<file path="config.mk">
export PLATFORM = sky130hd
export DESIGN_NAME = slsc_dev_flat
export DESIGN_NICKNAME = d
export VERILOG_FILES = /design/src/slsc_pkg.sv /design/src/slsc_if.sv /design/src/slsc_dev.sv /design/src/flat_wrapper.sv
export SDC_FILE = /design/constraint.sdc
export NUM_CORES = 2
export LEC_CHECK = 0
export ABC_AREA = 1
export ABC_CLOCK_PERIOD_IN_PS = 34500
export BUFFER_PORTS_ARGS = -buffer_cell sky130_fd_sc_hd__buf_2
export CAP_MARGIN = 40
export CELL_PAD_IN_SITES_DETAIL_PLACEMENT = 1
export CELL_PAD_IN_SITES_GLOBAL_PLACEMENT = 1
export CORE_MARGIN = 5
export CORE_UTILIZATION = 53
export DETAILED_ROUTE_END_ITERATION = 8
export HOLD_SLACK_MARGIN = 0.05
export PLACE_DENSITY_LB_ADDON = 0.1
export SLEW_MARGIN = 10
export SYNTH_ARGS = -nofsm -noshare
export SYNTH_HDL_FRONTEND = slang
export SYNTH_SLANG_ARGS = --single-unit
</file>
<file path="constraint.sdc">
create_clock -name i_core_clk -period 34.5 [get_ports i_core_clk]
set_input_delay 6.9 -clock i_core_clk [delete_from_list [all_inputs] [get_ports i_core_clk]]
set_output_delay 6.9 -clock i_core_clk [all_outputs]
set_load 0.02 [all_outputs]
</file>
<file path="src/slsc_pkg.sv">
// Shared constants, types and register map of the signed/BCD linear scaler
package slsc_pkg;

  // ----------------------------------------------------------------
  // Data types
  // ----------------------------------------------------------------
  typedef logic [15:0] slsc_word_t;                  // One operand word

  typedef enum logic
  {
    slsc_signed_to_bcd_scale_op = 1'b0,              // Signed source to BCD
    slsc_bcd_to_signed_scale_op = 1'b1               // BCD source to signed
  } slsc_mode_t;

  // ----------------------------------------------------------------
  // Arithmetic constants
  // ----------------------------------------------------------------
  localparam int          NUM_PARAMS   = 5;          // Parameter words
  localparam int          DIV_STEPS    = 32;         // Divider iterations
  localparam logic [13:0] BCD_MAX_BIN  = 14'h270f;   // 9999
  localparam slsc_word_t  WORD_ZERO    = 16'h0000;   // Reset result word

  // Parameter word positions
  localparam int P_INTERCEPT = 0;                    // Intercept word
  localparam int P_DELTA_X   = 1;                    // Delta X word
  localparam int P_DELTA_Y   = 2;                    // Delta Y word
  localparam int P_UPPER     = 3;                    // Upper limit word
  localparam int P_LOWER     = 4;                    // Lower limit word

  // ----------------------------------------------------------------
  // Controller register map (byte addresses)
  // ----------------------------------------------------------------
  localparam logic [7:0] OFS_CTRL     = 8'h00;       // Command bits
  localparam logic [7:0] OFS_SOURCE   = 8'h04;       // Source word
  localparam logic [7:0] OFS_PARAM0   = 8'h08;       // Parameter words 0..4
  localparam logic [7:0] OFS_RESULT   = 8'h1c;       // Result word
  localparam logic [7:0] OFS_STATUS   = 8'h20;       // Busy and flags
  localparam logic [7:0] OFS_INT_STAT = 8'h24;       // Sticky events
  localparam logic [7:0] OFS_INT_MASK = 8'h28;       // Event mask

  // CTRL fields
  localparam int CTRL_START   = 0;                   // Start pulse
  localparam int CTRL_MODE    = 1;                   // Mode select
  localparam int CTRL_EXEC    = 2;                   // Execution condition
  localparam int CTRL_AREA_OK = 3;                   // Params in one area
  localparam int CTRL_SET_CY  = 4;                   // set_carry_op
  localparam int CTRL_CLR_CY  = 5;                   // clear_carry_op

  // STATUS fields
  localparam int STAT_BUSY  = 0;                     // Operation running
  localparam int STAT_CARRY = 1;                     // sign_carry_flag
  localparam int STAT_ZERO  = 2;                     // zero_result_flag
  localparam int STAT_ERROR = 3;                     // error_flag

  // INT_STAT / INT_MASK fields
  localparam int IRQ_DONE  = 0;                      // Operation finished
  localparam int IRQ_ERROR = 1;                      // Finished with error
  localparam logic [1:0] IRQ_RESET = 2'h0;           // Reset value

endpackage

</file>
<file path="src/slsc_if.sv">
// Interface joining the scaler datapath and its instruction sequencer
`timescale 1ns/10ps
interface slsc_if;
  logic               start;                         // One-cycle start strobe
  logic               exec_cond;                     // Execution condition
  slsc_pkg::slsc_mode_t mode;                        // Operation select
  slsc_pkg::slsc_word_t source;                      // Source word
  slsc_pkg::slsc_word_t param [slsc_pkg::NUM_PARAMS];// Parameter words
  logic               area_ok;                       // Params in one area
  logic               carry_in;                      // sign_carry_flag on entry
  logic               done;                          // One-cycle done strobe
  slsc_pkg::slsc_word_t result;                      // Result word
  logic               carry_out;                     // sign_carry_flag
  logic               zero_flag;                     // zero_result_flag
  logic               error_flag;                    // error_flag

  modport dev (input start, exec_cond, mode, source, param, area_ok, carry_in,
               output done, result, carry_out, zero_flag, error_flag);
  modport seq (output start, exec_cond, mode, source, param, area_ok, carry_in,
               input done, result, carry_out, zero_flag, error_flag);
endinterface

</file>
<file path="src/slsc_dev.sv">
// Signed/BCD linear scaling datapath (device end)
//
// Behaviour
// - Condition false: skip, keep result and flags
// - Mode 0 takes 16-bit signed source
// - Mode 0: dY/dX times (source minus intercept)
// - Round quotient to nearest before clamp/write
// - Mode 0: carry marks negative, write magnitude
// - Mode 0: saturate result at plus/minus 9999
// - Mode 0: error on area or setting fault
// - Signed parameters are 16-bit two's complement
// - Zero flag set exactly when result is 0000, except clear after reset
// - Mode 1: dY/dX times source plus intercept
// - Mode 1: carry on entry negates BCD source
// - Mode 1: clamp to upper/lower limit words
// - Mode 1: carry flag left unchanged
// - Mode 1: error on non-BCD source nibble
// - Sequencer gives BCD words, contiguous params
// - Sequencer keeps BCD delta X at 0001..9999
// - Sequencer keeps result out of reserved memory
// - Sequencer sets carry sign before mode 1
//
// The placing of the registers and the APB slave port were left to the implementer.
`timescale 1ns/10ps
module slsc_dev
(
  input  logic    i_core_clk,                        // Core clock, 40 MHz
  input  logic    i_rst_n,                           // Synchronous reset, low
  slsc_if.dev     link,                              // Sequencer side
  output logic    o_busy                             // Operation in progress
);

  // ----------------------------------------------------------------
  // Helper functions
  // ----------------------------------------------------------------
  // True when every nibble is a decimal digit
  function automatic logic bcd_ok(input logic [15:0] w);
    return (w[15:12] < 4'ha) && (w[11:8] < 4'ha) &&
           (w[7:4] < 4'ha) && (w[3:0] < 4'ha);
  endfunction

  // Four BCD digits to binary
  function automatic logic [13:0] bcd2bin(input logic [15:0] w);
    return 14'(w[15:12]) * 14'd1000 + 14'(w[11:8]) * 14'd100 +
           14'(w[7:4]) * 14'd10 + 14'(w[3:0]);
  endfunction

  // Binary up to 9999 to four BCD digits (shift and add three)
  function automatic logic [15:0] bin2bcd(input logic [13:0] v);
    logic [29:0] s;
    s = {16'h0000, v};
    for (int i = 0; i < 14; i++)
    begin
      for (int j = 0; j < 4; j++)
      begin
        if (s[14 + 4 * j +: 4] >= 4'h5)
          s[14 + 4 * j +: 4] = s[14 + 4 * j +: 4] + 4'h3;
      end
      s = s << 1;
    end
    return s[29:14];
  endfunction

  // ----------------------------------------------------------------
  // State and storage
  // ----------------------------------------------------------------
  typedef enum logic [3:0]
  {
    ST_IDLE = 4'b0001,                               // Waiting for start
    ST_PREP = 4'b0010,                               // Operand set-up
    ST_DIV  = 4'b0100,                               // Division steps
    ST_FIN  = 4'b1000                                // Round, clamp, write
  } slsc_state_t;

  slsc_state_t          state_r;                     // Sequencer state
  slsc_pkg::slsc_mode_t mode_r;                      // Latched mode
  slsc_pkg::slsc_word_t src_r;                       // Latched source
  slsc_pkg::slsc_word_t par_r [slsc_pkg::NUM_PARAMS];// Latched parameters
  logic                 area_ok_r;                   // Latched area check
  logic                 cy_in_r;                     // Latched entry carry
  logic                 neg_r;                       // Quotient sign
  logic [32:0]          rem_r;                       // Partial remainder
  logic [31:0]          quo_r;                       // Dividend / quotient
  logic [31:0]          den_r;                       // Doubled divisor
  logic [4:0]           step_r;                      // Division step count
  slsc_pkg::slsc_word_t result_r;                    // Result word
  logic                 carry_r;                     // sign_carry_flag
  logic                 zero_r;                      // zero_result_flag
  logic                 error_r;                     // error_flag
  logic                 done_r;                      // Done strobe

  // Operand set-up signals
  logic signed [31:0]   num;                         // Signed numerator
  logic signed [31:0]   den;                         // Signed denominator
  logic [31:0]          num_mag;                     // |numerator|
  logic [31:0]          den_mag;                     // |denominator|
  logic                 op_err;                      // Error found at set-up

  // Result stage signals
  logic signed [33:0]   quot;                        // Signed rounded quotient
  logic signed [33:0]   clamped;                     // Quotient after clamp
  logic [33:0]          mag;                         // |clamped|
  slsc_pkg::slsc_word_t wr_word;                     // Word to be written

  // Division step signals
  logic [32:0]          rem_sh;                      // Remainder shifted in

  // ----------------------------------------------------------------
  // Operand set-up from latched inputs
  // ----------------------------------------------------------------
  always_comb
  begin
    num    = '0;
    den    = '0;
    op_err = 1'b0;
    if (mode_r == slsc_pkg::slsc_signed_to_bcd_scale_op)
    begin
      // Source, intercept and delta X are 16-bit signed
      num = ($signed({{16{src_r[15]}}, src_r}) -
             $signed({{16{par_r[slsc_pkg::P_INTERCEPT][15]}}, par_r[slsc_pkg::P_INTERCEPT]})) *
            $signed({18'h00000, bcd2bin(par_r[slsc_pkg::P_DELTA_Y])});
      den = $signed({{16{par_r[slsc_pkg::P_DELTA_X][15]}}, par_r[slsc_pkg::P_DELTA_X]});
      // Area fault, zero slope base or non-BCD delta Y
      op_err = !area_ok_r || (den == 32'sh0) || !bcd_ok(par_r[slsc_pkg::P_DELTA_Y]);
    end
    else
    begin
      // BCD magnitude, negated when carry was set on entry
      num = $signed({18'h00000, bcd2bin(src_r)});
      if (cy_in_r)
        num = -num;
      num = num * $signed({{16{par_r[slsc_pkg::P_DELTA_Y][15]}}, par_r[slsc_pkg::P_DELTA_Y]});
      // Delta X relies on the sequencer giving BCD 0001..9999
      den = $signed({18'h00000, bcd2bin(par_r[slsc_pkg::P_DELTA_X])});
      op_err = !bcd_ok(src_r);
    end
    num_mag = num[31] ? 32'(-num) : 32'(num);
    den_mag = den[31] ? 32'(-den) : 32'(den);
  end

  // ----------------------------------------------------------------
  // Rounding, clamping and result formatting
  // ----------------------------------------------------------------
  always_comb
  begin
    quot    = neg_r ? -$signed({2'b00, quo_r}) : $signed({2'b00, quo_r});
    clamped = quot;
    mag     = '0;
    wr_word = slsc_pkg::WORD_ZERO;
    if (mode_r == slsc_pkg::slsc_signed_to_bcd_scale_op)
    begin
      // Saturate at plus and minus 9999
      if (quot > $signed({20'h00000, slsc_pkg::BCD_MAX_BIN}))
        clamped = $signed({20'h00000, slsc_pkg::BCD_MAX_BIN});
      else if (quot < -$signed({20'h00000, slsc_pkg::BCD_MAX_BIN}))
        clamped = -$signed({20'h00000, slsc_pkg::BCD_MAX_BIN});
      mag     = clamped[33] ? 34'(-clamped) : 34'(clamped);
      wr_word = bin2bcd(mag[13:0]);
    end
    else
    begin
      // Add the signed intercept to the rounded quotient
      quot    = quot + $signed({{18{par_r[slsc_pkg::P_INTERCEPT][15]}}, par_r[slsc_pkg::P_INTERCEPT]});
      clamped = quot;
      // Clamp to signed limit words, writing the limit crossed
      if (quot > $signed({{18{par_r[slsc_pkg::P_UPPER][15]}}, par_r[slsc_pkg::P_UPPER]}))
        clamped = $signed({{18{par_r[slsc_pkg::P_UPPER][15]}}, par_r[slsc_pkg::P_UPPER]});
      else if (quot < $signed({{18{par_r[slsc_pkg::P_LOWER][15]}}, par_r[slsc_pkg::P_LOWER]}))
        clamped = $signed({{18{par_r[slsc_pkg::P_LOWER][15]}}, par_r[slsc_pkg::P_LOWER]});
      wr_word = clamped[15:0];
    end
  end

  // One restoring division step
  assign rem_sh = {rem_r[31:0], quo_r[31]};

  // ----------------------------------------------------------------
  // Control sequence
  // ----------------------------------------------------------------
  always_ff @(posedge i_core_clk)
  begin
    if (!i_rst_n)
      state_r <= ST_IDLE;
    else
    begin
      unique case (state_r)
        ST_IDLE: if (link.start && link.exec_cond) state_r <= ST_PREP;
        ST_PREP: state_r <= op_err ? ST_IDLE : ST_DIV;
        ST_DIV:  if (step_r == 5'(slsc_pkg::DIV_STEPS - 1)) state_r <= ST_FIN;
        ST_FIN:  state_r <= ST_IDLE;
      endcase
    end
  end

  // Latch operands on the start strobe
  always_ff @(posedge i_core_clk)
  begin
    if (!i_rst_n)
    begin
      mode_r    <= slsc_pkg::slsc_signed_to_bcd_scale_op;
      src_r     <= slsc_pkg::WORD_ZERO;
      par_r     <= '{default: slsc_pkg::WORD_ZERO};
      area_ok_r <= 1'b0;
      cy_in_r   <= 1'b0;
    end
    else if (state_r == ST_IDLE && link.start)
    begin
      mode_r    <= link.mode;
      src_r     <= link.source;
      par_r     <= link.param;
      area_ok_r <= link.area_ok;
      cy_in_r   <= link.carry_in;
    end
  end

  // Divider: dividend 2|n|+|d| over 2|d| rounds to nearest
  always_ff @(posedge i_core_clk)
  begin
    if (!i_rst_n)
    begin
      rem_r  <= '0;
      quo_r  <= '0;
      den_r  <= '0;
      neg_r  <= 1'b0;
      step_r <= '0;
    end
    else if (state_r == ST_PREP)
    begin
      rem_r  <= '0;
      quo_r  <= 32'({num_mag[30:0], 1'b0} + den_mag);
      den_r  <= {den_mag[30:0], 1'b0};
      neg_r  <= num[31] ^ den[31];
      step_r <= '0;
    end
    else if (state_r == ST_DIV)
    begin
      step_r <= 5'(step_r + 5'd1);
      if (rem_sh >= {1'b0, den_r})
      begin
        rem_r <= 33'(rem_sh - {1'b0, den_r});
        quo_r <= {quo_r[30:0], 1'b1};
      end
      else
      begin
        rem_r <= rem_sh;
        quo_r <= {quo_r[30:0], 1'b0};
      end
    end
  end

  // Result word and flags; untouched when not executed
  always_ff @(posedge i_core_clk)
  begin
    if (!i_rst_n)
    begin
      result_r <= slsc_pkg::WORD_ZERO;
      carry_r  <= 1'b0;
      zero_r   <= 1'b0;
      error_r  <= 1'b0;
    end
    else if (state_r == ST_IDLE && link.start && !link.exec_cond)
      carry_r <= link.carry_in;                               // Hand back the carry as it was
    else if (state_r == ST_PREP && op_err)
    begin
      error_r <= 1'b1;
      carry_r <= cy_in_r;                                     // Carry stays as software set it
    end
    else if (state_r == ST_FIN)
    begin
      result_r <= wr_word;
      zero_r   <= (wr_word == slsc_pkg::WORD_ZERO);
      error_r  <= 1'b0;
      // Mode 0 reports sign; mode 1 keeps entry carry
      carry_r  <= (mode_r == slsc_pkg::slsc_signed_to_bcd_scale_op) ? clamped[33] : cy_in_r;
    end
  end

  // Done strobe once result and flags are settled
  always_ff @(posedge i_core_clk)
  begin
    if (!i_rst_n)
      done_r <= 1'b0;
    else
      done_r <= (state_r == ST_IDLE && link.start && !link.exec_cond) ||
                (state_r == ST_PREP && op_err) || (state_r == ST_FIN);
  end

  // ----------------------------------------------------------------
  // Outputs
  // ----------------------------------------------------------------
  assign link.done       = done_r;
  assign link.result     = result_r;
  assign link.carry_out  = carry_r;
  assign link.zero_flag  = zero_r;
  assign link.error_flag = error_r;
  assign o_busy          = (state_r != ST_IDLE);

endmodule

</file>
<file path="src/flat_wrapper.sv">
// flat-port wrapper written by rule: the top's interface ports become plain ports
module slsc_dev_flat 
  (i_core_clk, i_rst_n, o_busy, link_start, link_exec_cond, link_mode, link_source, link_param, link_area_ok, link_carry_in, link_done, link_result, link_carry_out, link_zero_flag, link_error_flag);
  slsc_if link_i ();
  input  logic i_core_clk;
  input  logic i_rst_n;
  output logic o_busy;
  input wire logic [$bits(link_i.start)-1:0] link_start;
  input wire logic [$bits(link_i.exec_cond)-1:0] link_exec_cond;
  input wire logic [$bits(link_i.mode)-1:0] link_mode;
  input wire logic [$bits(link_i.source)-1:0] link_source;
  input wire logic [$bits(link_i.param)-1:0] link_param;
  input wire logic [$bits(link_i.area_ok)-1:0] link_area_ok;
  input wire logic [$bits(link_i.carry_in)-1:0] link_carry_in;
  output wire logic [$bits(link_i.done)-1:0] link_done;
  output wire logic [$bits(link_i.result)-1:0] link_result;
  output wire logic [$bits(link_i.carry_out)-1:0] link_carry_out;
  output wire logic [$bits(link_i.zero_flag)-1:0] link_zero_flag;
  output wire logic [$bits(link_i.error_flag)-1:0] link_error_flag;
  assign link_i.start = link_start;
  assign link_i.exec_cond = link_exec_cond;
  assign link_i.mode = link_mode;
  assign link_i.source = link_source;
  assign link_i.param = {>>{link_param}};
  assign link_i.area_ok = link_area_ok;
  assign link_i.carry_in = link_carry_in;
  assign link_done = link_i.done;
  assign link_result = link_i.result;
  assign link_carry_out = link_i.carry_out;
  assign link_zero_flag = link_i.zero_flag;
  assign link_error_flag = link_i.error_flag;
  slsc_dev u_core (.i_core_clk(i_core_clk), .i_rst_n(i_rst_n), .link(link_i), .o_busy(o_busy));
endmodule
</file>
Word-level counts from Yosys, hierarchy flattened
Cells that the tools add are included.
{"block": "totals", "ff_bits": 224, "elab_cells": 320}
{"block": "op_classes", "addsub": 67, "multipliers": 11, "order_cmp": 61, "eq_ne": 8, "mux": 122, "bitwise_logic": 4, "reduce_logical": 27}
{"op": "2-to-1 mux 4 bit", "count": 74}
{"op": "2-to-1 mux 32 bit", "count": 8}
{"op": ">= comparator 4 x 3 -> 1 bit, second input constant", "count": 47}
{"op": "adder 4 x 2 -> 4 bit, second input constant", "count": 36}
{"op": "2-to-1 mux 34 bit", "count": 4}
{"op": "2-to-1 mux 3 bit", "count": 22}
{"op": "2-to-1 mux 16 bit", "count": 3}
{"op": "adder 14 x 11 -> 14 bit", "count": 3}
{"op": "adder 14 x 4 -> 14 bit", "count": 3}
{"op": "adder 14 x 8 -> 14 bit", "count": 3}
{"op": "adder 34 x 16 -> 34 bit", "count": 1}
{"op": "greater-than comparator 34 x 15 -> 1 bit, second input constant", "count": 1}
{"op": "greater-than comparator 34 x 16 -> 1 bit", "count": 1}
{"op": "< comparator 34 x 15 -> 1 bit, second input constant", "count": 1}
{"op": "< comparator 34 x 16 -> 1 bit", "count": 1}
{"op": "negation 32 -> 34 bit", "count": 1}
{"op": "adder 3 x 2 -> 3 bit, second input constant", "count": 11}
{"op": ">= comparator 33 x 32 -> 1 bit", "count": 1}
{"op": "multiplier 4 x 7 -> 11 bit, second input constant", "count": 3}
{"op": "adder 32 bit", "count": 1}
{"op": "logical NOT 32 bit", "count": 1}
{"op": "< comparator 4 bit, second input constant", "count": 8}
{"op": "multiplier 32 x 15 -> 32 bit", "count": 1}
{"op": "multiplier 32 x 16 -> 32 bit", "count": 1}
{"op": "other kinds (33)", "count": 64}

Logic depth before layout (Yosys ltp)
{"block": "logic_depth", "word_depth": 48, "ltp_mapped": 110}

Worst setup path before layout
OpenSTA, ideal clock, no wires.
{"block": "synth_path", "kind": "register to register", "start": "reg u_core.src_r[13]", "end": "reg u_core.quo_r[31]", "t_arrival_ps": 14755, "required_ps": 34425, "setup_slack_ps": 19670, "stages_incl_launch_ff": 92, "n_path_buf": 1, "synth_period_minus_slack_ps": 14830, "path_cell_list": "dfxtp_1 fa_1 inv_1 fa_1 inv_1 ha_1 a21oi_1 nand2_1 xnor2_1 inv_1 ha_1 ha_1 ha_1 a21oi_1 nand2_1 xor2_1 inv_1 nor3_1 [... 56 more ...] nand2_1 inv_1 o21ai_0 nand2_1 nand2_1 a21oi_1 or2_2 nand3_1 nand2_1 nand3_1 nand2_1 nand2_1 nor3_1 a2111oi_0 xnor2_1 xor2_1 or2_2 a31oi_1"}
{"block": "synth_via", "elab_chain_len": 13}
{"item": "start: declaration", "line": "slsc_dev.sv:77", "rtl": "slsc_pkg::slsc_word_t src_r;"}
{"item": "start signal: assignment", "line": "slsc_dev.sv:201", "rtl": "src_r <= slsc_pkg::WORD_ZERO;"}
{"item": "start signal: assignment", "line": "slsc_dev.sv:209", "rtl": "src_r <= link.source;"}
{"item": "multiplier 4 x 7 -> 11 bit", "line": "slsc_dev.sv:44", "rtl": "return 14'(w[15:12]) * 14'd1000 + 14'(w[11:8]) * 14'd100 +"}
{"item": "adder 14 x 11 -> 14 bit", "line": "slsc_dev.sv:44"}
{"item": "adder 14 x 8 -> 14 bit", "line": "slsc_dev.sv:44"}
{"item": "adder 14 x 4 -> 14 bit", "line": "slsc_dev.sv:45", "rtl": "14'(w[7:4]) * 14'd10 + 14'(w[3:0]);"}
{"item": "negation 14 -> 32 bit", "line": "slsc_dev.sv:131", "rtl": "num = -num;"}
{"item": "2-to-1 mux 32 bit", "line": "slsc_dev.sv:130", "rtl": "if (cy_in_r)"}
{"item": "2-to-1 mux 32 bit", "line": "slsc_dev.sv:116", "rtl": "if (mode_r == slsc_pkg::slsc_signed_to_bcd_scale_op)"}
{"item": "multiplier 32 x 16 -> 32 bit", "line": "slsc_dev.sv:132", "rtl": "num = num * $signed({{16{par_r[slsc_pkg::P_DELTA_Y][15]}}, par_r[slsc_pkg::P_DELTA_Y]});"}
{"item": "2-to-1 mux 32 bit *", "line": "slsc_dev.sv:116"}
{"item": "negation 31 bit", "line": "slsc_dev.sv:137", "rtl": "num_mag = num[31] ? 32'(-num) : 32'(num);"}
{"item": "2-to-1 mux 31 bit *", "line": "slsc_dev.sv:137"}
{"item": "adder 32 bit *", "line": "slsc_dev.sv:230", "rtl": "quo_r <= 32'({num_mag[30:0], 1'b0} + den_mag);"}
{"item": "2-to-1 mux 32 bit *", "line": "slsc_dev.sv:227", "rtl": "else if (state_r == ST_PREP)"}
{"item": "end signal: assignment", "line": "slsc_dev.sv:230"}
{"item": "end signal: assignment", "line": "slsc_dev.sv:241", "rtl": "quo_r <= {quo_r[30:0], 1'b1};"}
{"item": "end signal: assignment", "line": "slsc_dev.sv:246", "rtl": "quo_r <= {quo_r[30:0], 1'b0};"}
{"item": "end: declaration", "line": "slsc_dev.sv:83", "rtl": "logic [31:0] quo_r;"}
Mark *: on every way between the ends. The rest lies on a longest branch, timed or not. The select of a mux whose other input is x is not followed.
A chain may end at the register's enable or synchronous reset.

Worst setup path after layout
Same ends and word-level chain as after synthesis.

==> run_results.csv <==
group,metric,value,unit
outcome,status,"complete, no violations",
synth,yosys-top-cells-area,"fa_1, ha_1, inv_1, dfxtp_1, nand2_1",
finish,multiInputGateArea,35000,um^2
cts,clock_latency,650,ps
cts,holdBufCountCts,0,
synth,synth_edf_count,0,
drt,drc,0,
global_routing,grtUsageMet2,0.600,
floorplan,start_util,0.532,
global_routing,grt_pass1_wl,246,mm
finish,drive_gt1_frac,0.0667,
global_routing,antenna_found_initial,5,
worst_setup_path,crit_path_start_kind,"flip-flop",
timing,worst_pin_slew,946,ps
job,maxCapViolations,0,
cts,post-cts-setup-buffers,0,
floorplan,dieWidth,302,um
synth,yosys_register_bits,224,
drt,drtAntennaViolNets,0,
synth,yosys.cell_count.top_type,"inv_1",
synth,syn_area_per_cell,7.30,um^2
timing,fin_crit,17210,ps
timing,hold_slack,449,ps
synth,synthCells,6177,
floorplan,ios,124,
synth,yosysTopAreaCell,"fa_1",
min_path,min_path_type,"reg2reg",
cts,cts-root-buf,"clkbuf_16",
drt,drtPass1Iterations,5,
global_routing,grt_overflow_total,0,
timing,rsz0062_at_grt,"no",
timing,skew,32.7,ps
global_routing,use_met3,0.0564,
cts,cts.reportedPaths.clkPinSlew,70,ps
synth,synth_top_area_frac,0.261,
timing,hold_violations,0,
cts,cts_tree,"done",
global_routing,grt_pass1_vias,45400,
finish,area_growth,6.79,%
placed_design,place_congestion,0.930,
synth,ys.flop_type,"dfxtp_1",
placed_design,io_buffers,123,
floorplan,fp-row-count,107,
worst_setup_path,worst_setup_path_end_kind,"flip-flop",
cts,cts_resized,0,
worst_setup_path,slowest_stage,"fa_1",
drt,wl_per_cell,20.9,um
timing,relSlewSlack,0.369,
placed_design,dpl_worst_slack,17310,ps
worst_setup_path,cp.required,35090,ps
cts,cts_max_level,1,
drt,via_per_inst,5.64,
finish,num-fill-cells,11000,
timing,fin_crit_sh,0.499,
global_routing,top_usage_layer,"met2",
worst_setup_path,setup.worst_path.class,"reg2reg",
timing,maxSlewViolCount,0,
synth,netlist_top_cells_count,"inv_1, nand2_1, fa_1",
worst_setup_path,arrival,17800,ps
drt,vias,41700,
floorplan,dieHeight,302,um
drt,drt_iter0_drc,2694,
synth,yosysWarnings,0,
cts,cts.path.max_buffers,3,
finish,register_area,4490,um^2
floorplan,dieArea,91000,um^2
synth,syn_area,45100,um^2
placed_design,dpl.hpwl,129,mm
timing,fin_setup_tns,0,ps
global_routing,grt_use_total,0.342,
synth,synth_cell_types,64,
finish,fin_nets,7462,
synth,synthArstFlopShare,0,
global_routing,use_met1,0.431,
timing,finalSetupViolations,0,
synth,synth-seq-area-share,0.0995,
worst_setup_path,cpMostUsedCell,"nand2_1",
floorplan,coreArea,84700,um^2
timing,setup_ws,17290,ps
cts,cts_sinks,224,
cts,numCtsBuffers,30,
timing,fmax,0.0581,GHz
worst_setup_path,critPathMaxFanout,29,
global_routing,grt_max_degree,71,
worst_setup_path,slowest_delay,690,ps
drt,drt-total-wl,155,mm
critical path, delay by kind of cell, from the launching register on:
kind	cells	cell delay [ps]
adders and majority gates	14	6320
xor gates and xnor gates	5	800
buffers and inverters	14	1670
DFF	1	400
and+or+nand+nor	37	4720
AOI/OAI and AO/OA	19	3250
placed cells by master (no fill, tap or decap), drive strengths merged, types with 4 or more instances in the layout:
cell	count
nor3	25
o21bai	12
conb	15
bufinv	5
xnor2	84
nor4	10
clkinv	17
fa	587
clkbuf	36
o21a	12
a211oi	7
a21o	17
o31ai	6
ha	542
or2	38
nand4	50
o311ai	4
buf	170
a21oi	418
dfxtp	224
o2111ai	5
o22ai	16
xor2	145
nor2	570
a32oi	4
nand3	262
inv	1336
nand3b	7
and2	17
o221ai	18
o211ai	26
nand2	1164
o21ai	345
a31oi	36
registers in the layout, summed over array words and instances, names as in the netlist, 4 cells and up:
| signal | count |
|---|---|
| u_core.den_r | 31 |
| u_core.link.result | 16 |
| u_core.par_r | 80 |
| u_core.quo_r | 32 |
| u_core.rem_r | 32 |
| u_core.src_r | 16 |
| u_core.state_r | 4 |
| u_core.step_r | 5 |
stage by stage:
| step | area [um^2] | util | std cells |
|---|---|---|---|
| floorplan | 45100 | - | 6191 |
| global placement | 46800 | 0.553 | 7326 |
| detailed placement | 47000 | 0.555 | 7338 |
| CTS | 48100 | 0.568 | 7394 |
| global route | 48100 | 0.568 | 7398 |
| finish | 48100 | 0.568 | 7400 |
logic make-up after synthesis:
family | synth area share
simple gates | 0.203
flops | 0.0995
mux | 0.000222
buf+inv | 0.126
fa+ha+maj | 0.411
other cells | 0.0000832
compound gates | 0.115
xor+xnor | 0.0450
per-layer routing:
| metal | routed length [um] | vias up |
|---|---|---|
| li1 | - | 19300 |
| met1 | 63900 | 20800 |
| met2 | 74700 | 1195 |
| met3 | 10000 | 349 |
| met4 | 6280 | 6 |
| met5 | 38 | - |
final timing paths:
kind / slack (ps) / from / endpoint / depth (start not counted)
setup / recovery: 17290 / u_core.src_r[13] / u_core.quo_r[31] / 89
hold / removal: 450 / u_core.den_r[30] / u_core.den_r[30] / 2
setup reg to reg: 17290 / u_core.src_r[13] / u_core.quo_r[31] / 89
hold reg to reg: 450 / u_core.den_r[30] / u_core.den_r[30] / 2
area by class of cell:
cell class                 count  area share
multi-input combinational   4465       0.728
inverter                    1339       0.105
sequential                   224      0.0932
tap                         1144      0.0297
timing repair buffer         170      0.0222
clock buffer                  36      0.0167
clock inverter                20     0.00595
antenna                        2    0.000104
Power is not shown: default switching activity piles up to over one toggle a cycle in this logic, so the estimate is an artifact.
